==> config.mk <==
export PLATFORM = sky130hd
export DESIGN_NAME = lane_a_config
export DESIGN_NICKNAME = d
export VERILOG_FILES = /design/src/design/lane_cfg_pkg.sv /design/src/design/lane_a_config.sv /design/src/design/pin_sync.sv /design/src/design/axil_slave.sv
export SDC_FILE = /design/constraint.sdc
export NUM_CORES = 1
export LEC_CHECK = 0
export BUFFER_PORTS_ARGS = -buffer_cell sky130_fd_sc_hd__buf_2
export CELL_PAD_IN_SITES_DETAIL_PLACEMENT = 0
export CELL_PAD_IN_SITES_GLOBAL_PLACEMENT = 2
export CORE_MARGIN = 2
export CORE_UTILIZATION = 27
export CTS_CLUSTER_SIZE = 28
export DETAILED_ROUTE_END_ITERATION = 10
export PLACE_DENSITY_LB_ADDON = 0.1
export SETUP_SLACK_MARGIN = 0.3
export SLEW_MARGIN = 10
export SYNTH_ARGS = -nofsm -noshare
export SYNTH_HDL_FRONTEND = slang
export SYNTH_SLANG_ARGS = --single-unit
==> constraint.sdc <==
create_clock -name i_clock -period 1.7 [get_ports i_clock]
set_clock_uncertainty 0.05 [all_clocks]
set_input_delay 0.085 -clock i_clock [delete_from_list [all_inputs] [get_ports i_clock]]
set_output_delay 0.085 -clock i_clock [all_outputs]
set_load 0.1 [all_outputs]
==> src/design/lane_cfg_pkg.sv <==
package lane_cfg_pkg;
  // bus geometry
  localparam int unsigned DATA_W = 32;
  localparam int unsigned ADDR_W = 8;
  localparam int unsigned LANE_W = 12;   // stored bits 11:0, 15:12 reserved
  localparam int unsigned PIN_W  = 5;    // strap pins through the synchroniser

  // register indices, byte address is four times the index
  localparam logic [ADDR_W-1:0] IDX_LANE_A  = 8'h11;
  localparam logic [ADDR_W-1:0] IDX_STATUS  = 8'h20;
  localparam logic [ADDR_W-1:0] ADDR_LANE_A = {IDX_LANE_A[5:0], 2'h0};
  localparam logic [ADDR_W-1:0] ADDR_STATUS = {IDX_STATUS[5:0], 2'h0};

  // lane register field positions (global register shares them)
  localparam int BIT_CTC      = 11;
  localparam int BIT_MF_HI    = 10;
  localparam int BIT_MF_LO    = 9;
  localparam int BIT_LOS      = 8;
  localparam int BIT_CFG_ONE  = 7;
  localparam int BIT_CFG_ZERO = 6;
  localparam int BIT_EMPH_UP  = 5;
  localparam int BIT_EMPH_LO  = 4;
  localparam int BIT_LOOP     = 3;
  localparam int BIT_PATTERN  = 2;
  localparam int BIT_ALIGN    = 1;
  localparam int BIT_PDOWN    = 0;

  // positions in the mode register and the link status register
  localparam int BIT_MODE_LOOP  = 14;
  localparam int BIT_MODE_PDOWN = 11;
  localparam int BIT_STAT_LOST  = 0;
  localparam int BIT_STAT_PASS  = 4;

  // synchronised strap pin positions
  localparam int PIN_CFG_ONE  = 0;
  localparam int PIN_CFG_ZERO = 1;
  localparam int PIN_LOOP     = 2;
  localparam int PIN_PATTERN  = 3;
  localparam int PIN_ALIGN    = 4;

  // values after reset and copy mask for a global write
  localparam logic [LANE_W-1:0] LANE_RESET  = 12'h102;
  localparam logic [LANE_W-1:0] GLOBAL_COPY = 12'hff6;

  // multifunction pin source codes
  localparam logic [1:0] MF_IO_LEVEL = 2'h0;
  localparam logic [1:0] MF_COMMA    = 2'h1;
  localparam logic [1:0] MF_LOST     = 2'h2;
  localparam logic [1:0] MF_PASS     = 2'h3;

  // bus responses
  localparam logic [1:0] RESP_OKAY   = 2'h0;
  localparam logic [1:0] RESP_SLVERR = 2'h2;
endpackage : lane_cfg_pkg

==> src/design/lane_a_config.sv <==
// Notes on behaviour
// - bits 15:12 read zero, writes dropped
// - clock compensation is local or global bit
// - pin shows level, comma, lost, pass
// - pin select is local or global code
// - signal-lost detect needs local and global
// - upper config bit is local or global
// - upper config bit frozen while strap high
// - lower config bit is local or global
// - lower config bit frozen while strap high
// - upper emphasis is local or global
// - lower emphasis is local or global
// - loopback is local or mode bit
// - loopback bit frozen while pin high
// - pattern test is local or global
// - pattern bit frozen while pin high
// - alignment needs local, pin and global
// - power-down is local or mode bit
// - global write overwrites this lane register
//
// The placing of the registers and the AXI4-Lite interface to the registers were decided locally.
`timescale 1ns/1ps
module lane_a_config (
  input  wire logic        i_clock,
  input  wire logic        i_rst_b,
  // register bus
  input  wire logic        i_awvalid,
  output logic             o_awready,
  input  wire logic [7:0]  i_awaddr,
  input  wire logic        i_wvalid,
  output logic             o_wready,
  input  wire logic [31:0] i_wdata,
  input  wire logic [3:0]  i_wstrb,
  output logic             o_bvalid,
  input  wire logic        i_bready,
  output logic [1:0]       o_bresp,
  input  wire logic        i_arvalid,
  output logic             o_arready,
  input  wire logic [7:0]  i_araddr,
  output logic             o_rvalid,
  input  wire logic        i_rready,
  output logic [31:0]      o_rdata,
  output logic [1:0]       o_rresp,
  // neighbouring registers, same clock
  input  wire logic [15:0] i_global_cfg,
  input  wire logic        i_global_write,
  input  wire logic [15:0] i_mode_ctrl,
  input  wire logic [7:0]  i_link_status,
  input  wire logic        i_hstl_mode,
  input  wire logic        i_comma_detected,
  // strap pins, asynchronous
  input  wire logic        i_cfg_pin_one,
  input  wire logic        i_cfg_pin_zero,
  input  wire logic        i_loopback_pin_a,
  input  wire logic        i_pattern_test_pin,
  input  wire logic        i_align_enable_pin,
  // effective lane controls
  output logic             o_multifunction_pin_a,
  output logic             o_ctc_enable,
  output logic             o_signal_lost_detect,
  output logic             o_cfg_bit_one,
  output logic             o_cfg_bit_zero,
  output logic             o_emphasis_upper,
  output logic             o_emphasis_lower,
  output logic             o_loopback,
  output logic             o_pattern_test,
  output logic             o_align_enable,
  output logic             o_power_down
);
  logic [11:0] lane, next_lane;   // stored lane bits
  logic [11:0] eff, next_eff;     // effective controls, lane layout
  logic        mf_pin, next_mf_pin;
  logic [4:0]  pins_raw;          // straps before crossing
  logic [4:0]  pins;              // straps after two stages
  logic        wr_en;
  logic [7:0]  wr_addr;
  logic [31:0] wr_data;
  logic [3:0]  wr_strb;
  logic        wr_ok;
  logic [7:0]  rd_addr;
  logic [31:0] rd_data;
  logic        rd_ok;
  logic [1:0]  mf_sel;            // combined pin source code

  // strap order matches the pin positions in the package
  assign pins_raw = {i_align_enable_pin, i_pattern_test_pin,
                     i_loopback_pin_a, i_cfg_pin_zero,
                     i_cfg_pin_one};

  // straps come from pins, so they cross in before use
  pin_sync #(
    .WIDTH (lane_cfg_pkg::PIN_W)
  ) u_pin_sync (
    .i_clock (i_clock),
    .i_rst_b (i_rst_b),
    .i_async (pins_raw),
    .o_sync  (pins)
  );

  // bus protocol lives in its own slave
  axil_slave u_bus (
    .i_clock   (i_clock),
    .i_rst_b   (i_rst_b),
    .i_awvalid (i_awvalid),
    .o_awready (o_awready),
    .i_awaddr  (i_awaddr),
    .i_wvalid  (i_wvalid),
    .o_wready  (o_wready),
    .i_wdata   (i_wdata),
    .i_wstrb   (i_wstrb),
    .o_bvalid  (o_bvalid),
    .i_bready  (i_bready),
    .o_bresp   (o_bresp),
    .i_arvalid (i_arvalid),
    .o_arready (o_arready),
    .i_araddr  (i_araddr),
    .o_rvalid  (o_rvalid),
    .i_rready  (i_rready),
    .o_rdata   (o_rdata),
    .o_rresp   (o_rresp),
    .o_wr_en   (wr_en),
    .o_wr_addr (wr_addr),
    .o_wr_data (wr_data),
    .o_wr_strb (wr_strb),
    .i_wr_ok   (wr_ok),
    .o_rd_addr (rd_addr),
    .i_rd_data (rd_data),
    .i_rd_ok   (rd_ok)
  );

  // only the lane register is writable; status is read-only
  assign wr_ok = (wr_addr == lane_cfg_pkg::ADDR_LANE_A);

  // read decode; upper bits padded with zero
  always_comb begin
    rd_data = 32'h0;
    rd_ok   = 1'b1;
    case (rd_addr)
      lane_cfg_pkg::ADDR_LANE_A: rd_data = {20'h0, lane};
      lane_cfg_pkg::ADDR_STATUS: rd_data = {11'h0, pins, 3'h0, mf_pin, eff};
      default: rd_ok = 1'b0;
    endcase
  end

  // lane register next value: bus write, then global copy, then strap freeze
  always_comb begin
    next_lane = lane;
    if (wr_en && wr_ok) begin
      // reserved top nibble has no storage, so it is dropped
      if (wr_strb[0]) next_lane[7:0] = wr_data[7:0];
      if (wr_strb[1]) next_lane[11:8] = wr_data[11:8];
    end
    // global wins over a bus write in the same cycle
    if (i_global_write) begin
      next_lane = i_global_cfg[11:0] & lane_cfg_pkg::GLOBAL_COPY;
    end
    // a high strap holds the bit against every writer
    if (pins[lane_cfg_pkg::PIN_CFG_ONE]) begin
      next_lane[lane_cfg_pkg::BIT_CFG_ONE] = lane[lane_cfg_pkg::BIT_CFG_ONE];
    end
    if (pins[lane_cfg_pkg::PIN_CFG_ZERO]) begin
      next_lane[lane_cfg_pkg::BIT_CFG_ZERO] = lane[lane_cfg_pkg::BIT_CFG_ZERO];
    end
    if (pins[lane_cfg_pkg::PIN_LOOP]) begin
      next_lane[lane_cfg_pkg::BIT_LOOP] = lane[lane_cfg_pkg::BIT_LOOP];
    end
    if (pins[lane_cfg_pkg::PIN_PATTERN]) begin
      next_lane[lane_cfg_pkg::BIT_PATTERN] = lane[lane_cfg_pkg::BIT_PATTERN];
    end
  end

  assign mf_sel = lane[10:9] | i_global_cfg[10:9];

  // effective controls, combined with global and mode bits
  always_comb begin
    next_eff = lane | i_global_cfg[11:0];
    next_eff[10:9] = mf_sel;
    next_eff[lane_cfg_pkg::BIT_LOS] = lane[lane_cfg_pkg::BIT_LOS]
                                      & i_global_cfg[lane_cfg_pkg::BIT_LOS];
    next_eff[lane_cfg_pkg::BIT_LOOP] = lane[lane_cfg_pkg::BIT_LOOP]
                                       | i_mode_ctrl[lane_cfg_pkg::BIT_MODE_LOOP];
    next_eff[lane_cfg_pkg::BIT_ALIGN] = lane[lane_cfg_pkg::BIT_ALIGN]
                                        & pins[lane_cfg_pkg::PIN_ALIGN]
                                        & i_global_cfg[lane_cfg_pkg::BIT_ALIGN];
    next_eff[lane_cfg_pkg::BIT_PDOWN] = lane[lane_cfg_pkg::BIT_PDOWN]
                                        | i_mode_ctrl[lane_cfg_pkg::BIT_MODE_PDOWN];
  end

  // multifunction pin source
  always_comb begin
    case (mf_sel)
      lane_cfg_pkg::MF_IO_LEVEL: next_mf_pin = i_hstl_mode;
      lane_cfg_pkg::MF_COMMA:    next_mf_pin = i_comma_detected;
      lane_cfg_pkg::MF_LOST:     next_mf_pin = i_link_status[lane_cfg_pkg::BIT_STAT_LOST];
      lane_cfg_pkg::MF_PASS:     next_mf_pin = i_link_status[lane_cfg_pkg::BIT_STAT_PASS];
      default:                   next_mf_pin = 1'b0;
    endcase
  end

  // state registers; reset restores documented defaults
  always_ff @(posedge i_clock) begin
    if (!i_rst_b) begin
      lane   <= lane_cfg_pkg::LANE_RESET;
      eff    <= lane_cfg_pkg::LANE_RESET;
      mf_pin <= 1'b0;
    end else begin
      lane   <= next_lane;
      eff    <= next_eff;
      mf_pin <= next_mf_pin;
    end
  end

  // outputs straight from the effective register and the multifunction pin register
  assign o_multifunction_pin_a = mf_pin;
  assign o_ctc_enable          = eff[lane_cfg_pkg::BIT_CTC];
  assign o_signal_lost_detect  = eff[lane_cfg_pkg::BIT_LOS];
  assign o_cfg_bit_one         = eff[lane_cfg_pkg::BIT_CFG_ONE];
  assign o_cfg_bit_zero        = eff[lane_cfg_pkg::BIT_CFG_ZERO];
  assign o_emphasis_upper      = eff[lane_cfg_pkg::BIT_EMPH_UP];
  assign o_emphasis_lower      = eff[lane_cfg_pkg::BIT_EMPH_LO];
  assign o_loopback            = eff[lane_cfg_pkg::BIT_LOOP];
  assign o_pattern_test        = eff[lane_cfg_pkg::BIT_PATTERN];
  assign o_align_enable        = eff[lane_cfg_pkg::BIT_ALIGN];
  assign o_power_down          = eff[lane_cfg_pkg::BIT_PDOWN];

  // checks on the stored and effective values
  a_reserved_zero: assert property (@(posedge i_clock) disable iff (!i_rst_b)
    (o_rvalid && !$past(o_rvalid) && $past(rd_addr) == lane_cfg_pkg::ADDR_LANE_A)
    |-> o_rdata[31:12] == 20'h0)
    else $error("reserved lane bits read nonzero");

  a_ctc_or: assert property (@(posedge i_clock) disable iff (!i_rst_b)
    $past(i_rst_b) |-> o_ctc_enable == ($past(lane[11]) | $past(i_global_cfg[11])))
    else $error("clock compensation enable is wrong");

  a_mf_source: assert property (@(posedge i_clock) disable iff (!i_rst_b)
    ($past(i_rst_b) && $past(mf_sel) == lane_cfg_pkg::MF_LOST)
    |-> o_multifunction_pin_a == $past(i_link_status[0]))
    else $error("multifunction pin not showing signal lost");

  a_mf_select: assert property (@(posedge i_clock) disable iff (!i_rst_b)
    $past(i_rst_b) |-> eff[10:9] == ($past(lane[10:9]) | $past(i_global_cfg[10:9])))
    else $error("pin select code is not combined");

  a_lost_and: assert property (@(posedge i_clock) disable iff (!i_rst_b)
    $past(i_rst_b) |-> o_signal_lost_detect == ($past(lane[8]) & $past(i_global_cfg[8])))
    else $error("signal lost detect is not the and");

  a_cfg_one_hold: assert property (@(posedge i_clock) disable iff (!i_rst_b)
    pins[lane_cfg_pkg::PIN_CFG_ONE] |=> $stable(lane[7]))
    else $error("upper config bit changed under strap");

  a_cfg_zero_hold: assert property (@(posedge i_clock) disable iff (!i_rst_b)
    pins[lane_cfg_pkg::PIN_CFG_ZERO] |=> $stable(lane[6]))
    else $error("lower config bit changed under strap");

  a_loop_hold: assert property (@(posedge i_clock) disable iff (!i_rst_b)
    pins[lane_cfg_pkg::PIN_LOOP] |=> $stable(lane[3]))
    else $error("loopback bit changed under pin");

  a_pattern_hold: assert property (@(posedge i_clock) disable iff (!i_rst_b)
    pins[lane_cfg_pkg::PIN_PATTERN] |=> $stable(lane[2]))
    else $error("pattern bit changed under pin");

  a_loop_or: assert property (@(posedge i_clock) disable iff (!i_rst_b)
    $past(i_rst_b) |-> o_loopback == ($past(lane[3]) | $past(i_mode_ctrl[14])))
    else $error("loopback is not the or");

  a_align_and: assert property (@(posedge i_clock) disable iff (!i_rst_b)
    ($past(i_rst_b) && !$past(pins[lane_cfg_pkg::PIN_ALIGN])) |-> !o_align_enable)
    else $error("alignment enabled with pin low");

  a_pdown_or: assert property (@(posedge i_clock) disable iff (!i_rst_b)
    ($past(i_rst_b) && $past(i_mode_ctrl[11])) |-> o_power_down)
    else $error("power down missed from mode bit");

  a_global_copy: assert property (@(posedge i_clock) disable iff (!i_rst_b)
    i_global_write |=> lane[11:8] == $past(i_global_cfg[11:8]) && !lane[0])
    else $error("global write did not overwrite lane");

  a_write_lands: assert property (@(posedge i_clock) disable iff (!i_rst_b)
    (wr_en && wr_ok && wr_strb[1] && !i_global_write)
    |=> lane[11] == $past(wr_data[11]) ##1 o_ctc_enable == ($past(lane[11]) | $past(i_global_cfg[11])))
    else $error("bus write did not land");

  a_reset_value: assert property (@(posedge i_clock)
    !i_rst_b |=> lane == lane_cfg_pkg::LANE_RESET)
    else $error("lane register not at default after reset");
endmodule : lane_a_config

==> src/design/pin_sync.sv <==
`timescale 1ns/1ps
module pin_sync #(
  parameter int unsigned WIDTH = 1
) (
  input  wire logic             i_clock,
  input  wire logic             i_rst_b,
  input  wire logic [WIDTH-1:0] i_async,
  output logic      [WIDTH-1:0] o_sync
);
  logic [WIDTH-1:0] meta;     // first stage, read only by the second
  logic [WIDTH-1:0] stable;   // second stage

  initial begin
    if (WIDTH < 1) $error("pin_sync width must be at least one");
  end

  // two stages against metastability on pin inputs
  always_ff @(posedge i_clock) begin
    if (!i_rst_b) begin
      meta   <= '0;
      stable <= '0;
    end else begin
      meta   <= i_async;
      stable <= meta;
    end
  end

  assign o_sync = stable;
endmodule : pin_sync

==> src/design/axil_slave.sv <==
`timescale 1ns/1ps
module axil_slave (
  input  wire logic        i_clock,
  input  wire logic        i_rst_b,
  input  wire logic        i_awvalid,
  output logic             o_awready,
  input  wire logic [7:0]  i_awaddr,
  input  wire logic        i_wvalid,
  output logic             o_wready,
  input  wire logic [31:0] i_wdata,
  input  wire logic [3:0]  i_wstrb,
  output logic             o_bvalid,
  input  wire logic        i_bready,
  output logic [1:0]       o_bresp,
  input  wire logic        i_arvalid,
  output logic             o_arready,
  input  wire logic [7:0]  i_araddr,
  output logic             o_rvalid,
  input  wire logic        i_rready,
  output logic [31:0]      o_rdata,
  output logic [1:0]       o_rresp,
  output logic             o_wr_en,
  output logic [7:0]       o_wr_addr,
  output logic [31:0]      o_wr_data,
  output logic [3:0]       o_wr_strb,
  input  wire logic        i_wr_ok,
  output logic [7:0]       o_rd_addr,
  input  wire logic [31:0] i_rd_data,
  input  wire logic        i_rd_ok
);
  typedef enum logic [1:0] {WR_IDLE, WR_GO, WR_RESP} wr_state_t;
  typedef enum logic [1:0] {RD_IDLE, RD_GO, RD_RESP} rd_state_t;

  wr_state_t   wr_state, next_wr_state;
  rd_state_t   rd_state, next_rd_state;
  logic        aw_have, next_aw_have;   // address caught
  logic        w_have,  next_w_have;    // data caught
  logic        awready, next_awready;
  logic        wready,  next_wready;
  logic        bvalid,  next_bvalid;
  logic [1:0]  bresp,   next_bresp;
  logic [7:0]  waddr,   next_waddr;
  logic [31:0] wdata,   next_wdata;
  logic [3:0]  wstrb,   next_wstrb;
  logic        arready, next_arready;
  logic        rvalid,  next_rvalid;
  logic [31:0] rdata,   next_rdata;
  logic [1:0]  rresp,   next_rresp;
  logic [7:0]  raddr,   next_raddr;

  // write side: address and data in either order, then one store cycle
  always_comb begin
    next_wr_state = wr_state;
    next_aw_have  = aw_have;
    next_w_have   = w_have;
    next_bvalid   = bvalid;
    next_bresp    = bresp;
    next_waddr    = waddr;
    next_wdata    = wdata;
    next_wstrb    = wstrb;
    case (wr_state)
      WR_IDLE: begin
        if (i_awvalid && awready) begin
          next_aw_have = 1'b1;
          next_waddr   = i_awaddr;
        end
        if (i_wvalid && wready) begin
          next_w_have = 1'b1;
          next_wdata  = i_wdata;
          next_wstrb  = i_wstrb;
        end
        if (next_aw_have && next_w_have) next_wr_state = WR_GO;
      end
      WR_GO: begin
        // store happens on this edge, answer follows
        next_wr_state = WR_RESP;
        next_bvalid   = 1'b1;
        next_bresp    = i_wr_ok ? lane_cfg_pkg::RESP_OKAY : lane_cfg_pkg::RESP_SLVERR;
        next_aw_have  = 1'b0;
        next_w_have   = 1'b0;
      end
      WR_RESP: begin
        if (i_bready) begin
          next_bvalid   = 1'b0;
          next_wr_state = WR_IDLE;
        end
      end
      default: next_wr_state = WR_IDLE;
    endcase
    next_awready = (next_wr_state == WR_IDLE) && !next_aw_have;
    next_wready  = (next_wr_state == WR_IDLE) && !next_w_have;
  end

  // read side: decode address a cycle, then hold data until taken
  always_comb begin
    next_rd_state = rd_state;
    next_rvalid   = rvalid;
    next_rdata    = rdata;
    next_rresp    = rresp;
    next_raddr    = raddr;
    case (rd_state)
      RD_IDLE: begin
        if (i_arvalid && arready) begin
          next_raddr    = i_araddr;
          next_rd_state = RD_GO;
        end
      end
      RD_GO: begin
        next_rvalid   = 1'b1;
        next_rdata    = i_rd_data;
        next_rresp    = i_rd_ok ? lane_cfg_pkg::RESP_OKAY : lane_cfg_pkg::RESP_SLVERR;
        next_rd_state = RD_RESP;
      end
      RD_RESP: begin
        if (i_rready) begin
          next_rvalid   = 1'b0;
          next_rd_state = RD_IDLE;
        end
      end
      default: next_rd_state = RD_IDLE;
    endcase
    next_arready = (next_rd_state == RD_IDLE);
  end

  // registers of both channels
  always_ff @(posedge i_clock) begin
    if (!i_rst_b) begin
      wr_state <= WR_IDLE;
      rd_state <= RD_IDLE;
      aw_have  <= 1'b0;
      w_have   <= 1'b0;
      awready  <= 1'b1;
      wready   <= 1'b1;
      bvalid   <= 1'b0;
      bresp    <= lane_cfg_pkg::RESP_OKAY;
      waddr    <= 8'h00;
      wdata    <= 32'h0;
      wstrb    <= 4'h0;
      arready  <= 1'b1;
      rvalid   <= 1'b0;
      rdata    <= 32'h0;
      rresp    <= lane_cfg_pkg::RESP_OKAY;
      raddr    <= 8'h00;
    end else begin
      wr_state <= next_wr_state;
      rd_state <= next_rd_state;
      aw_have  <= next_aw_have;
      w_have   <= next_w_have;
      awready  <= next_awready;
      wready   <= next_wready;
      bvalid   <= next_bvalid;
      bresp    <= next_bresp;
      waddr    <= next_waddr;
      wdata    <= next_wdata;
      wstrb    <= next_wstrb;
      arready  <= next_arready;
      rvalid   <= next_rvalid;
      rdata    <= next_rdata;
      rresp    <= next_rresp;
      raddr    <= next_raddr;
    end
  end

  assign o_awready = awready;
  assign o_wready  = wready;
  assign o_bvalid  = bvalid;
  assign o_bresp   = bresp;
  assign o_arready = arready;
  assign o_rvalid  = rvalid;
  assign o_rdata   = rdata;
  assign o_rresp   = rresp;
  assign o_wr_en   = (wr_state == WR_GO);
  assign o_wr_addr = waddr;
  assign o_wr_data = wdata;
  assign o_wr_strb = wstrb;
  assign o_rd_addr = raddr;
endmodule : axil_slave

==> qor.yml, run 1 <==
run_status:
  status: "completed"
drt:
  first_iter_violations: 164
  drc: 0
  routedWlPerCell_um: 14.3
  vias: 3313
  antenna_left: 0
  wirelength_um: 10600
  viasPerCell: 4.46
  first_pass_iters: 4
sta:
  finalSetupViolCount: 0
  period_share_pct: 88.6
  fmax_mhz: 664
  final.setup.worst_slack_ns: 0.195
  finalMaxSlewViolations: 0
  hold_viol_final: 0
  rsz0062_at_grt: "true"
  holdWs_ns: 0.115
  post-route-min-period_ns: 1.51
  setup-tns-final_ns: 0
logic_synthesis:
  synthArstFlopShare_pct: 0
  synthCells: 414
  mappedNetlistArea_um2: 3730
  ys_top_cells_by_count: "dfxtp_1 (96), nand2_1 (72), nor2_1 (48), a21oi_1 (40)"
  yosysUniqueCellTypes: 44
  synth.largest_area_cell: "dfxtp_1"
  seq_area_frac_synth_pct: 51.5
  ys.flop_type: "dfxtp_1"
  synth_top_area_share_pct: 51.5
  synth_most_common_cell: "dfxtp_1"
  synth_edf_count: 0
  postSynthAreaPerCell_um2: 9.02
  ys_warn_count: 0
  yosys-top-cells-area: "dfxtp_1 (51%), nand2_1 (7.2%), a21oi_1 (5.4%), nor2_1 (4.8%), buf_4 (4.0%)"
  yosys_register_bits: 96
clocking:
  cts.clk_slew.worst_paths_ns: 0.07
  tritoncts: "done"
  clock_sinks: 96
  cts_max_level: 3
  clockBufferDepth: 2
  worst_skew_pair.late_latency_ns: 0.35
  cts_buffers: 9
  cts_root_buf: "clkbuf_16"
die:
  dieArea_um2: 14800
  fp.dieW_um: 122
  rows: 42
  core_area_um2: 13300
  io-pin-count: 159
  die_h_um: 122
  initial_core_util_pct: 28.0
final_layout:
  diodes: 0
  final_layout_size_suffix_gt1_share_pct: 33.4
  fin_area_um2: 5550
  nNetsFinal: 668
  nFillCells: 1377
  synthToLayoutAreaGrowth_pct: 48.5
placed_design:
  placed_cell_area_um2: 4370
  pre_cts_slack_ns: 0.170
  dp_hpwl_um: 6960
  place.gp.congestion: 0.730
  io_buffers: 94
grt:
  antenna_found_initial: 1
  grt_usage_pct: 13.9
  grt_pass1_vias: 3014
  grt_max_degree: 39
  gr-total-overflow: 0
  grt_pass1_wl_um: 15700
power_and_ir_drop:
  p_sw_mw: 2.27
  clkPwrFrac_pct: 33.9
  combPwrFrac_pct: 25.4
  internal_power_mw: 4.33
  p_per_area_nw_per_um2: 1190
  power_mw: 6.60
  netSwitchingFraction_pct: 34.3
  seqPwrFrac_pct: 40.7
  peakVddDrop_uv: 548
  cellLeakagePower_nw: 2.35
setup_path:
  startpoint_type: "flop"
  crit_fanout: 6
  cp-end-kind: "flop"
  reg2reg_slack_ns: 0.19
  timing.setup.critical_path_class: "flop to flop"
  worstPathRequired_ns: 1.93
  cp.arrival_ns: 1.73
job:
  drv_cap: 0
worst_hold_path:
  hp-class: "primary input to flop"
==> metal layers <==
layer	global-route usage (%)	vias up	share of wire, %
met5	0	-	0.10
met2	21.1	77	45
li1	-	1688	-
met4	3.45	2	0.81
met1	18.9	1536	49
met3	4.82	10	5.6
==> area by class of cell <==
class | instances | area [um2] | share of cell area (%)
Tap cell | 176 | 220 | 3.97
Multi-Input combinational cell | 290 | 1870 | 33.7
Clock inverter | 4 | 76.3 | 1.38
Timing Repair Buffer | 162 | 1170 | 21.2
Clock buffer | 12 | 256 | 4.63
Inverter | 2 | 7.51 | 0.135
Sequential cell | 96 | 1940 | 35.0
==> cells in the final DEF (no fill, tap or decap), drive strengths merged, types with 4 or more instances in the layout <==
cell         Yosys  routed
buf             28     111
dfxtp           96      96
nand2           72      72
dlygate4sd3      0      49
nor2            48      48
a21oi           46      46
o21ai           20      20
conb             1      16
clkbuf          13      14
a221oi          12      12
nand3           12      12
and2            11      11
mux2i            6       6
nor4             6       6
nor3             6       6
nand2b           4       4
==> power groups by stage <==
stage / registers, mW / logic [mW] / clock network (mW)
after floorplan: 3.23 / 0.697 / 0
after CTS: 2.66 / 1.64 / 2.31
after global placement: 2.70 / 1.53 / 0
after global routing: 2.72 / 1.80 / 2.40
final: 2.69 / 1.68 / 2.23
after detailed placement: 2.70 / 1.55 / 0
==> state kept, by name, summed over array words and instances, names as in the netlist <==
register / flops
eff: 12
u_bus.o_wr_strb: 2
o_multifunction_pin_a: 1
u_bus.o_arready: 1
u_bus.o_rresp: 1
u_bus.o_wr_data: 12
u_bus.o_rd_addr: 8
lane: 12
u_bus.wr_state: 2
u_bus.o_bvalid: 1
u_bus.o_rdata: 18
u_bus.o_bresp: 1
u_bus.o_rvalid: 1
u_bus.aw_have: 1
u_bus.o_wr_addr: 8
u_bus.w_have: 1
u_pin_sync.meta: 5
u_bus.o_wready: 1
u_bus.rd_state: 2
u_pin_sync.o_sync: 5
u_bus.o_awready: 1
==> kinds of logic (layout without fill, tap and decap cells) <==
family	count (synthesis)	after routing	synth area share, %
and+or+nand+nor	180	180	24.7
AOI/OAI and AO/OA	87	87	14.2
DFF	96	96	51.5
muxes	7	7	2.21
buffers and inverters	43	180	7.27
other	1	16	0.100
==> metrics by stage <==
stage	instances	util, %
after floorplan	429	-
after global placement	674	32.7
after detailed placement	674	32.7
after CTS	739	39.3
after global routing	742	41.5
final	742	41.5
==> path summary, 6_finish.rpt <==
| check | start | end | cells after the start |
|---|---|---|---|
| worst max-delay path | u_bus.o_wr_addr[7] | lane[7] | 5 |
| worst min-delay path | i_link_status[4] | o_multifunction_pin_a | 3 |
| worst max register to register | u_bus.o_wr_addr[7] | lane[7] | 5 |
| worst min register to register | u_pin_sync.meta[4] | u_pin_sync.o_sync[4] | 1 |
==> what timing repair did <==
action	4_1_cts	5_1_grt
gates resized for setup	10	42
endpoints found under the hold margin	55	0
pin swaps	7	36
hold buffers	49	0
gates cloned	0	2
endpoints found under the setup margin	36	56
buffers inserted	0	1
==> worst max-delay path: stages, from the launching register on <==
cell and delay (ns):
dfxtp_2 0.33, nor4b_4 0.37, nand4_4 0.19, buf_8 0.19, nor3b_2 0.15, nor3_2 0.15
No activity file was read; power rests on OpenSTA's default activity.
==> run 2, diff against run 1 <==
CELL_PAD_IN_SITES_DETAIL_PLACEMENT = 1   (was 0)
CELL_PAD_IN_SITES_GLOBAL_PLACEMENT = 1   (was 2)
CORE_MARGIN = not set   (was 2)
CORE_UTILIZATION = 34   (was 27)
==> run 2 against run 1 <==
  * Clock power is 28% lower
  * Maximum frequency is 1.8% lower
  * Final area is 5.6% lower
  * Count of clock-buffer cells in the layout is 2 lower
  * Power is 9.2% lower
  * Cell count is 5.5% lower
  * Critical endpoint is now u_bus.o_rdata[8]
==> qor.yml, run 2 (synthesis results as in run 1) <==
power_and_ir_drop:
  power_mw: 5.99
  peakVddDrop_uv: 856
  clkPwrFrac_pct: 26.9
  netSwitchingFraction_pct: 36.5
  p_per_area_nw_per_um2: 1140
  cellLeakagePower_nw: 2.24
  seqPwrFrac_pct: 44.7
  internal_power_mw: 3.81
  p_sw_mw: 2.19
  combPwrFrac_pct: 28.4
drt:
  drc: 0
  antenna_left: 0
  first_pass_iters: 4
  viasPerCell: 4.84
  routedWlPerCell_um: 15.1
  wirelength_um: 10600
  first_iter_violations: 82
  vias: 3395
final_layout:
  nNetsFinal: 668
  diodes: 0
  most-common-layout-cells: "buf_2 (94), dfxtp_1 (84), nand2_1 (72)"
  final_common_cell: "buf_2"
  nFillCells: 1270
  synthToLayoutAreaGrowth_pct: 40.2
  largest_reg_flops: 18
  final_layout_size_suffix_gt1_share_pct: 31.5
die:
  core_area_um2: 10500
  dieArea_um2: 11400
  io-pin-count: 159
  fp.dieW_um: 107
  die_h_um: 107
  rows: 37
  initial_core_util_pct: 35.7
setup_path:
  crit_path_top_delay_cell: "dfxtp_2"
  timing.setup.critical_path_class: "flop to flop"
  crit_path_max_incr_delay_ns: 0.35
  worstPathRequired_ns: 1.94
  cpLargestDelayFamily: "simple AND/OR/NAND/NOR gates"
  cp.arrival_ns: 1.78
  startpoint_type: "flop"
  cp-end-kind: "flop"
  crit_fanout: 4
  cp_cell_sequence: "nor4_4 > and4b_2 > buf_12 > clkbuf_16 > a221oi_2 > nor2_1"
  crit_buf_inv: 2
clocking:
  cts_buffers: 9
  cts_root_buf: "clkbuf_8"
  clockBufferDepth: 2
  worst_skew_pair.late_latency_ns: 0.35
  tritoncts: "done"
  cts_max_level: 3
  clock_sinks: 96
  cts.clk_slew.worst_paths_ns: 0.09
run_status:
  status: "completed"
placed_design:
  io_buffers: 94
  pre_cts_slack_ns: 0.0656
  dp_hpwl_um: 6890
  place.gp.congestion: 0.760
grt:
  antenna_found_initial: 0
  grt_max_degree: 39
  use_met2_pct: 31.7
  grt_util_met3_pct: 3.16
  gr-max-usage-layer: "met2"
  grt_pass1_wl_um: 16800
  gr-total-overflow: 0
  grt_use_met1_pct: 24.5
  grt_usage_pct: 18.8
  grt_pass1_vias: 3460
sta:
  final.setup.worst_slack_ns: 0.167
  holdWs_ns: 0.0971
  finalSetupViolCount: 0
  hold_viol_final: 0
  period_share_pct: 90.2
  setup-tns-final_ns: 0
  fmax_mhz: 652
  rsz0062_at_grt: "true"
  finalMaxSlewViolations: 0
  post-route-min-period_ns: 1.53
job:
  drv_cap: 0
worst_hold_path:
  hp-class: "primary input to flop"
run 2: changes by cell type in the layout (fill, tap and decap cells not counted), sizes merged:
cell      change
clkinv        +2
clkinvlp      -1
buf           +1
clkbuf        -3
run 2: what timing repair did:
item	in CTS	in global routing
pin swaps	8	9
setup buffers	3	0
endpoints found under the hold margin	54	0
hold buffers	49	0
gates resized for setup	16	22
gates cloned	1	1
setup endpoints to repair	33	62
run 2: worst paths after layout:
kind	from	to	slack, ns	cells after the start
max	u_bus.o_rd_addr[1]	u_bus.o_rdata[8]	0.17	6
min reg2reg	u_pin_sync.meta[2]	u_pin_sync.o_sync[2]	0.39	1
max reg2reg	u_bus.o_rd_addr[1]	u_bus.o_rdata[8]	0.17	6
min	i_arvalid	u_bus.rd_state[0]	0.1	3
run 2: per-layer routing:
metal  up-vias  part of all wire, %
met4         0                  1.4
met1      1608                   48
met3        15                  3.7
met5         -                    0
met2        78                   47
li1       1694                    -
run 2: power groups by stage:
stage,sequential [mW],combinational [mW],clock (mW)
6_report,2.68,1.70,1.61
5_1_grt,2.71,1.82,1.75
4_1_cts,2.66,1.66,1.66
3_5_place_dp,2.71,1.54,0
3_3_place_gp,2.69,1.52,0
2_1_floorplan,3.23,0.697,0
run 2: worst min-delay path, cell delays in order:
cell and delay [ns]:
buf_2 0.12, nand3_2 0.17, nor2_1 0.08
run 2: layout make-up:
class	instances	area, um2	share of cell area (%)
flip-flops and latches	96	1940	37.1
multi-input cells	290	1730	33.0
repair buffers	162	1180	22.5
well taps	136	170	3.25
clock buffers	10	128	2.44
clock inverters	5	82.6	1.58
inverters	2	7.51	0.143
run 2: stage by stage:
stage | utilization, % | instance area, um2 | instances
global route | 50.0 | 5240 | 701
global placement | 41.0 | 4290 | 632
finish | 50.0 | 5240 | 701
CTS | 48.8 | 5110 | 700
detailed placement | 41.0 | 4290 | 632
floorplan | - | 3800 | 429
==> run 3, diff against run 2 <==
SETUP_SLACK_MARGIN = 0.15   (was 0.3)
==> run 3 against run 2 <==
  * Sequential share of layout area increased by 1.2 points
  * Maximum frequency is 3.1% higher
  * Largest cell class unchanged
  * Final area down 3.8%
  * Routed wire length fell by 1.4%
  * Sequential power about the same
  * Worst setup slack better by 0.046 ns
  * Via count is 2.4% lower
  * Critical path type unchanged
  * Flip-flop and latch count did not move
  * Clock power decreased by 2%
  * Register-to-register slack gained 0.05 ns
  * Die area stayed put
==> qor.yml, run 3 (synthesis results as in run 1) <==
run_status:
  status: "completed"
worst_hold_path:
  whs_endpoint: "lane[0]"
  hold_depth: 3
  min_from: "i_global_write"
  hp-class: "primary input to flop"
sta:
  hold_viol_final: 0
  fmax_mhz: 673
  finalSetupViolCount: 0
  holdWs_ns: 0.0782
  setup-tns-final_ns: 0
  period_share_pct: 87.4
  rsz0062_at_grt: "true"
  finalMaxSlewViolations: 0
  post-route-min-period_ns: 1.49
drt:
  drc: 0
  routedWlPerCell_um: 15.0
  wirelength_um: 10500
  antenna_left: 0
  vias: 3315
  first_iter_violations: 96
  viasPerCell: 4.74
  first_pass_iters: 4
power_and_ir_drop:
  p_sw_mw: 2.19
  cellLeakagePower_nw: 2.16
  peakVddDrop_uv: 781
  netSwitchingFraction_pct: 37.4
  power_mw: 5.85
  combPwrFrac_pct: 27.8
  clkPwrFrac_pct: 26.8
  internal_power_mw: 3.66
  p_per_area_nw_per_um2: 1160
  seqPwrFrac_pct: 45.3
die:
  fp.dieW_um: 107
  initial_core_util_pct: 35.7
  io-pin-count: 159
  rows: 37
  core_area_um2: 10500
  dieArea_um2: 11400
  die_h_um: 107
clocking:
  cts.clk_slew.worst_paths_ns: 0.09
  worst_skew_pair.late_latency_ns: 0.37
  cts_buffers: 9
  clock_sinks: 96
  tritoncts: "done"
  cts_max_level: 3
  cts_root_buf: "clkbuf_8"
  clockBufferDepth: 2
placed_design:
  placed_cell_area_um2: 4310
  place.gp.congestion: 0.749
  dp_hpwl_um: 6920
  io_buffers: 94
  place_inst: 634
job:
  drv_cap: 0
setup_path:
  worstPathRequired_ns: 1.95
  reg2reg_slack_ns: 0.21
  r2r-start: "u_bus.o_rd_addr[1]"
  startpoint: "u_bus.o_rd_addr[1]"
  cp-end-kind: "flop"
  timing.setup.critical_path_class: "flop to flop"
  r2r-end: "u_bus.o_rdata[12]"
  crit_fanout: 19
  cp.arrival_ns: 1.74
  rr_worst_depth: 5
  startpoint_type: "flop"
grt:
  grt_pass1_vias: 3377
  gr-total-overflow: 0
  grt_pass1_wl_um: 17200
  grt_usage_pct: 19.4
  antenna_found_initial: 0
  grt_max_degree: 39
final_layout:
  final_cell_count_no_fill: 699
  nNetsFinal: 665
  most-common-layout-cells: "buf_2 (94), dfxtp_1 (91), nand2_1 (72)"
  final_common_cell: "buf_2"
  largest_reg_flops: 18
  synthToLayoutAreaGrowth_pct: 34.9
  fin_area_um2: 5040
  final_layout_size_suffix_gt1_share_pct: 27.5
  diodes: 0
run 3: changes by cell type in the layout (fill, tap and decap cells not counted), moves of 2 or more:
| cell | previous run | this run |
|---|---|---|
| dfxtp_4 | 3 | 1 |
| nand3_2 | 8 | 6 |
| inv_6 | 0 | 2 |
| a221oi_2 | 5 | 0 |
| dfxtp_1 | 84 | 91 |
| nor2_4 | 2 | 0 |
| dfxtp_2 | 9 | 4 |
| nor4_4 | 3 | 1 |
| nand3_1 | 4 | 6 |
| nor2_1 | 46 | 48 |
| a221oi_1 | 7 | 12 |
run 3: worst max-delay path, cell delays in order (launching register included):
cell and delay (ns):
dfxtp_1 0.35, nor4_4 0.32, and4b_2 0.30, buf_12 0.18, nand3_2 0.09, a21oi_2 0.13
run 3: per-stage QoR:
stage / setup slack [ns] / util, %
after floorplan: 0.251 / -
after global placement: 0.201 / 41.2
after detailed placement: 0.178 / 41.2
after CTS: 0.154 / 47.8
after global routing: 0.0966 / 48.1
final: 0.213 / 48.1
run 3: layout make-up:
class,instances,area [um2]
clock inverter,5,63.8
sequential,96,1930
timing repair buffer,159,1100
multi-input combinational,290,1620
clock buffer,11,141
fill,1269,5430
inverter,2,7.51
tap,136,170
run 3: repair_timing:
item                                    4_1_cts  5_1_grt
endpoints found under the setup margin        0       30
hold endpoints to repair                     55        0
buffers inserted                              0        0
gates resized for setup                       0        9
hold buffers                                 49        0
run 3: worst max-delay path by stage:
stage / endpoint / slack, ns
floorplan: u_bus.o_awready / 0.25
global placement: lane[8] / 0.20
CTS: lane[1] / 0.15
detailed placement: u_bus.o_rdata[6] / 0.18
finish: u_bus.o_rdata[12] / 0.21
global route: u_bus.o_rdata[2] / 0.1
run 3: routing by layer:
metal  track usage (%)  share of wire (%)  vias to the layer above  routed length [um]
met5                 0                  0                        -                   0
met4              5.09                1.3                        0                 134
met3              4.01                3.4                       12                 355
met2              32.9                 48                       82                4990
met1              25.0                 48                     1546                4980
li1                  -                  -                     1675                   -
run 3: power groups by stage:
stage          logic, mW  clock network [mW]  registers, mW
6_report            1.63                1.57           2.65
5_1_grt             1.75                1.74           2.69
4_1_cts             1.63                1.61           2.65
3_5_place_dp        1.54                   0           2.70
3_3_place_gp        1.52                   0           2.69
2_1_floorplan      0.698                   0           3.23
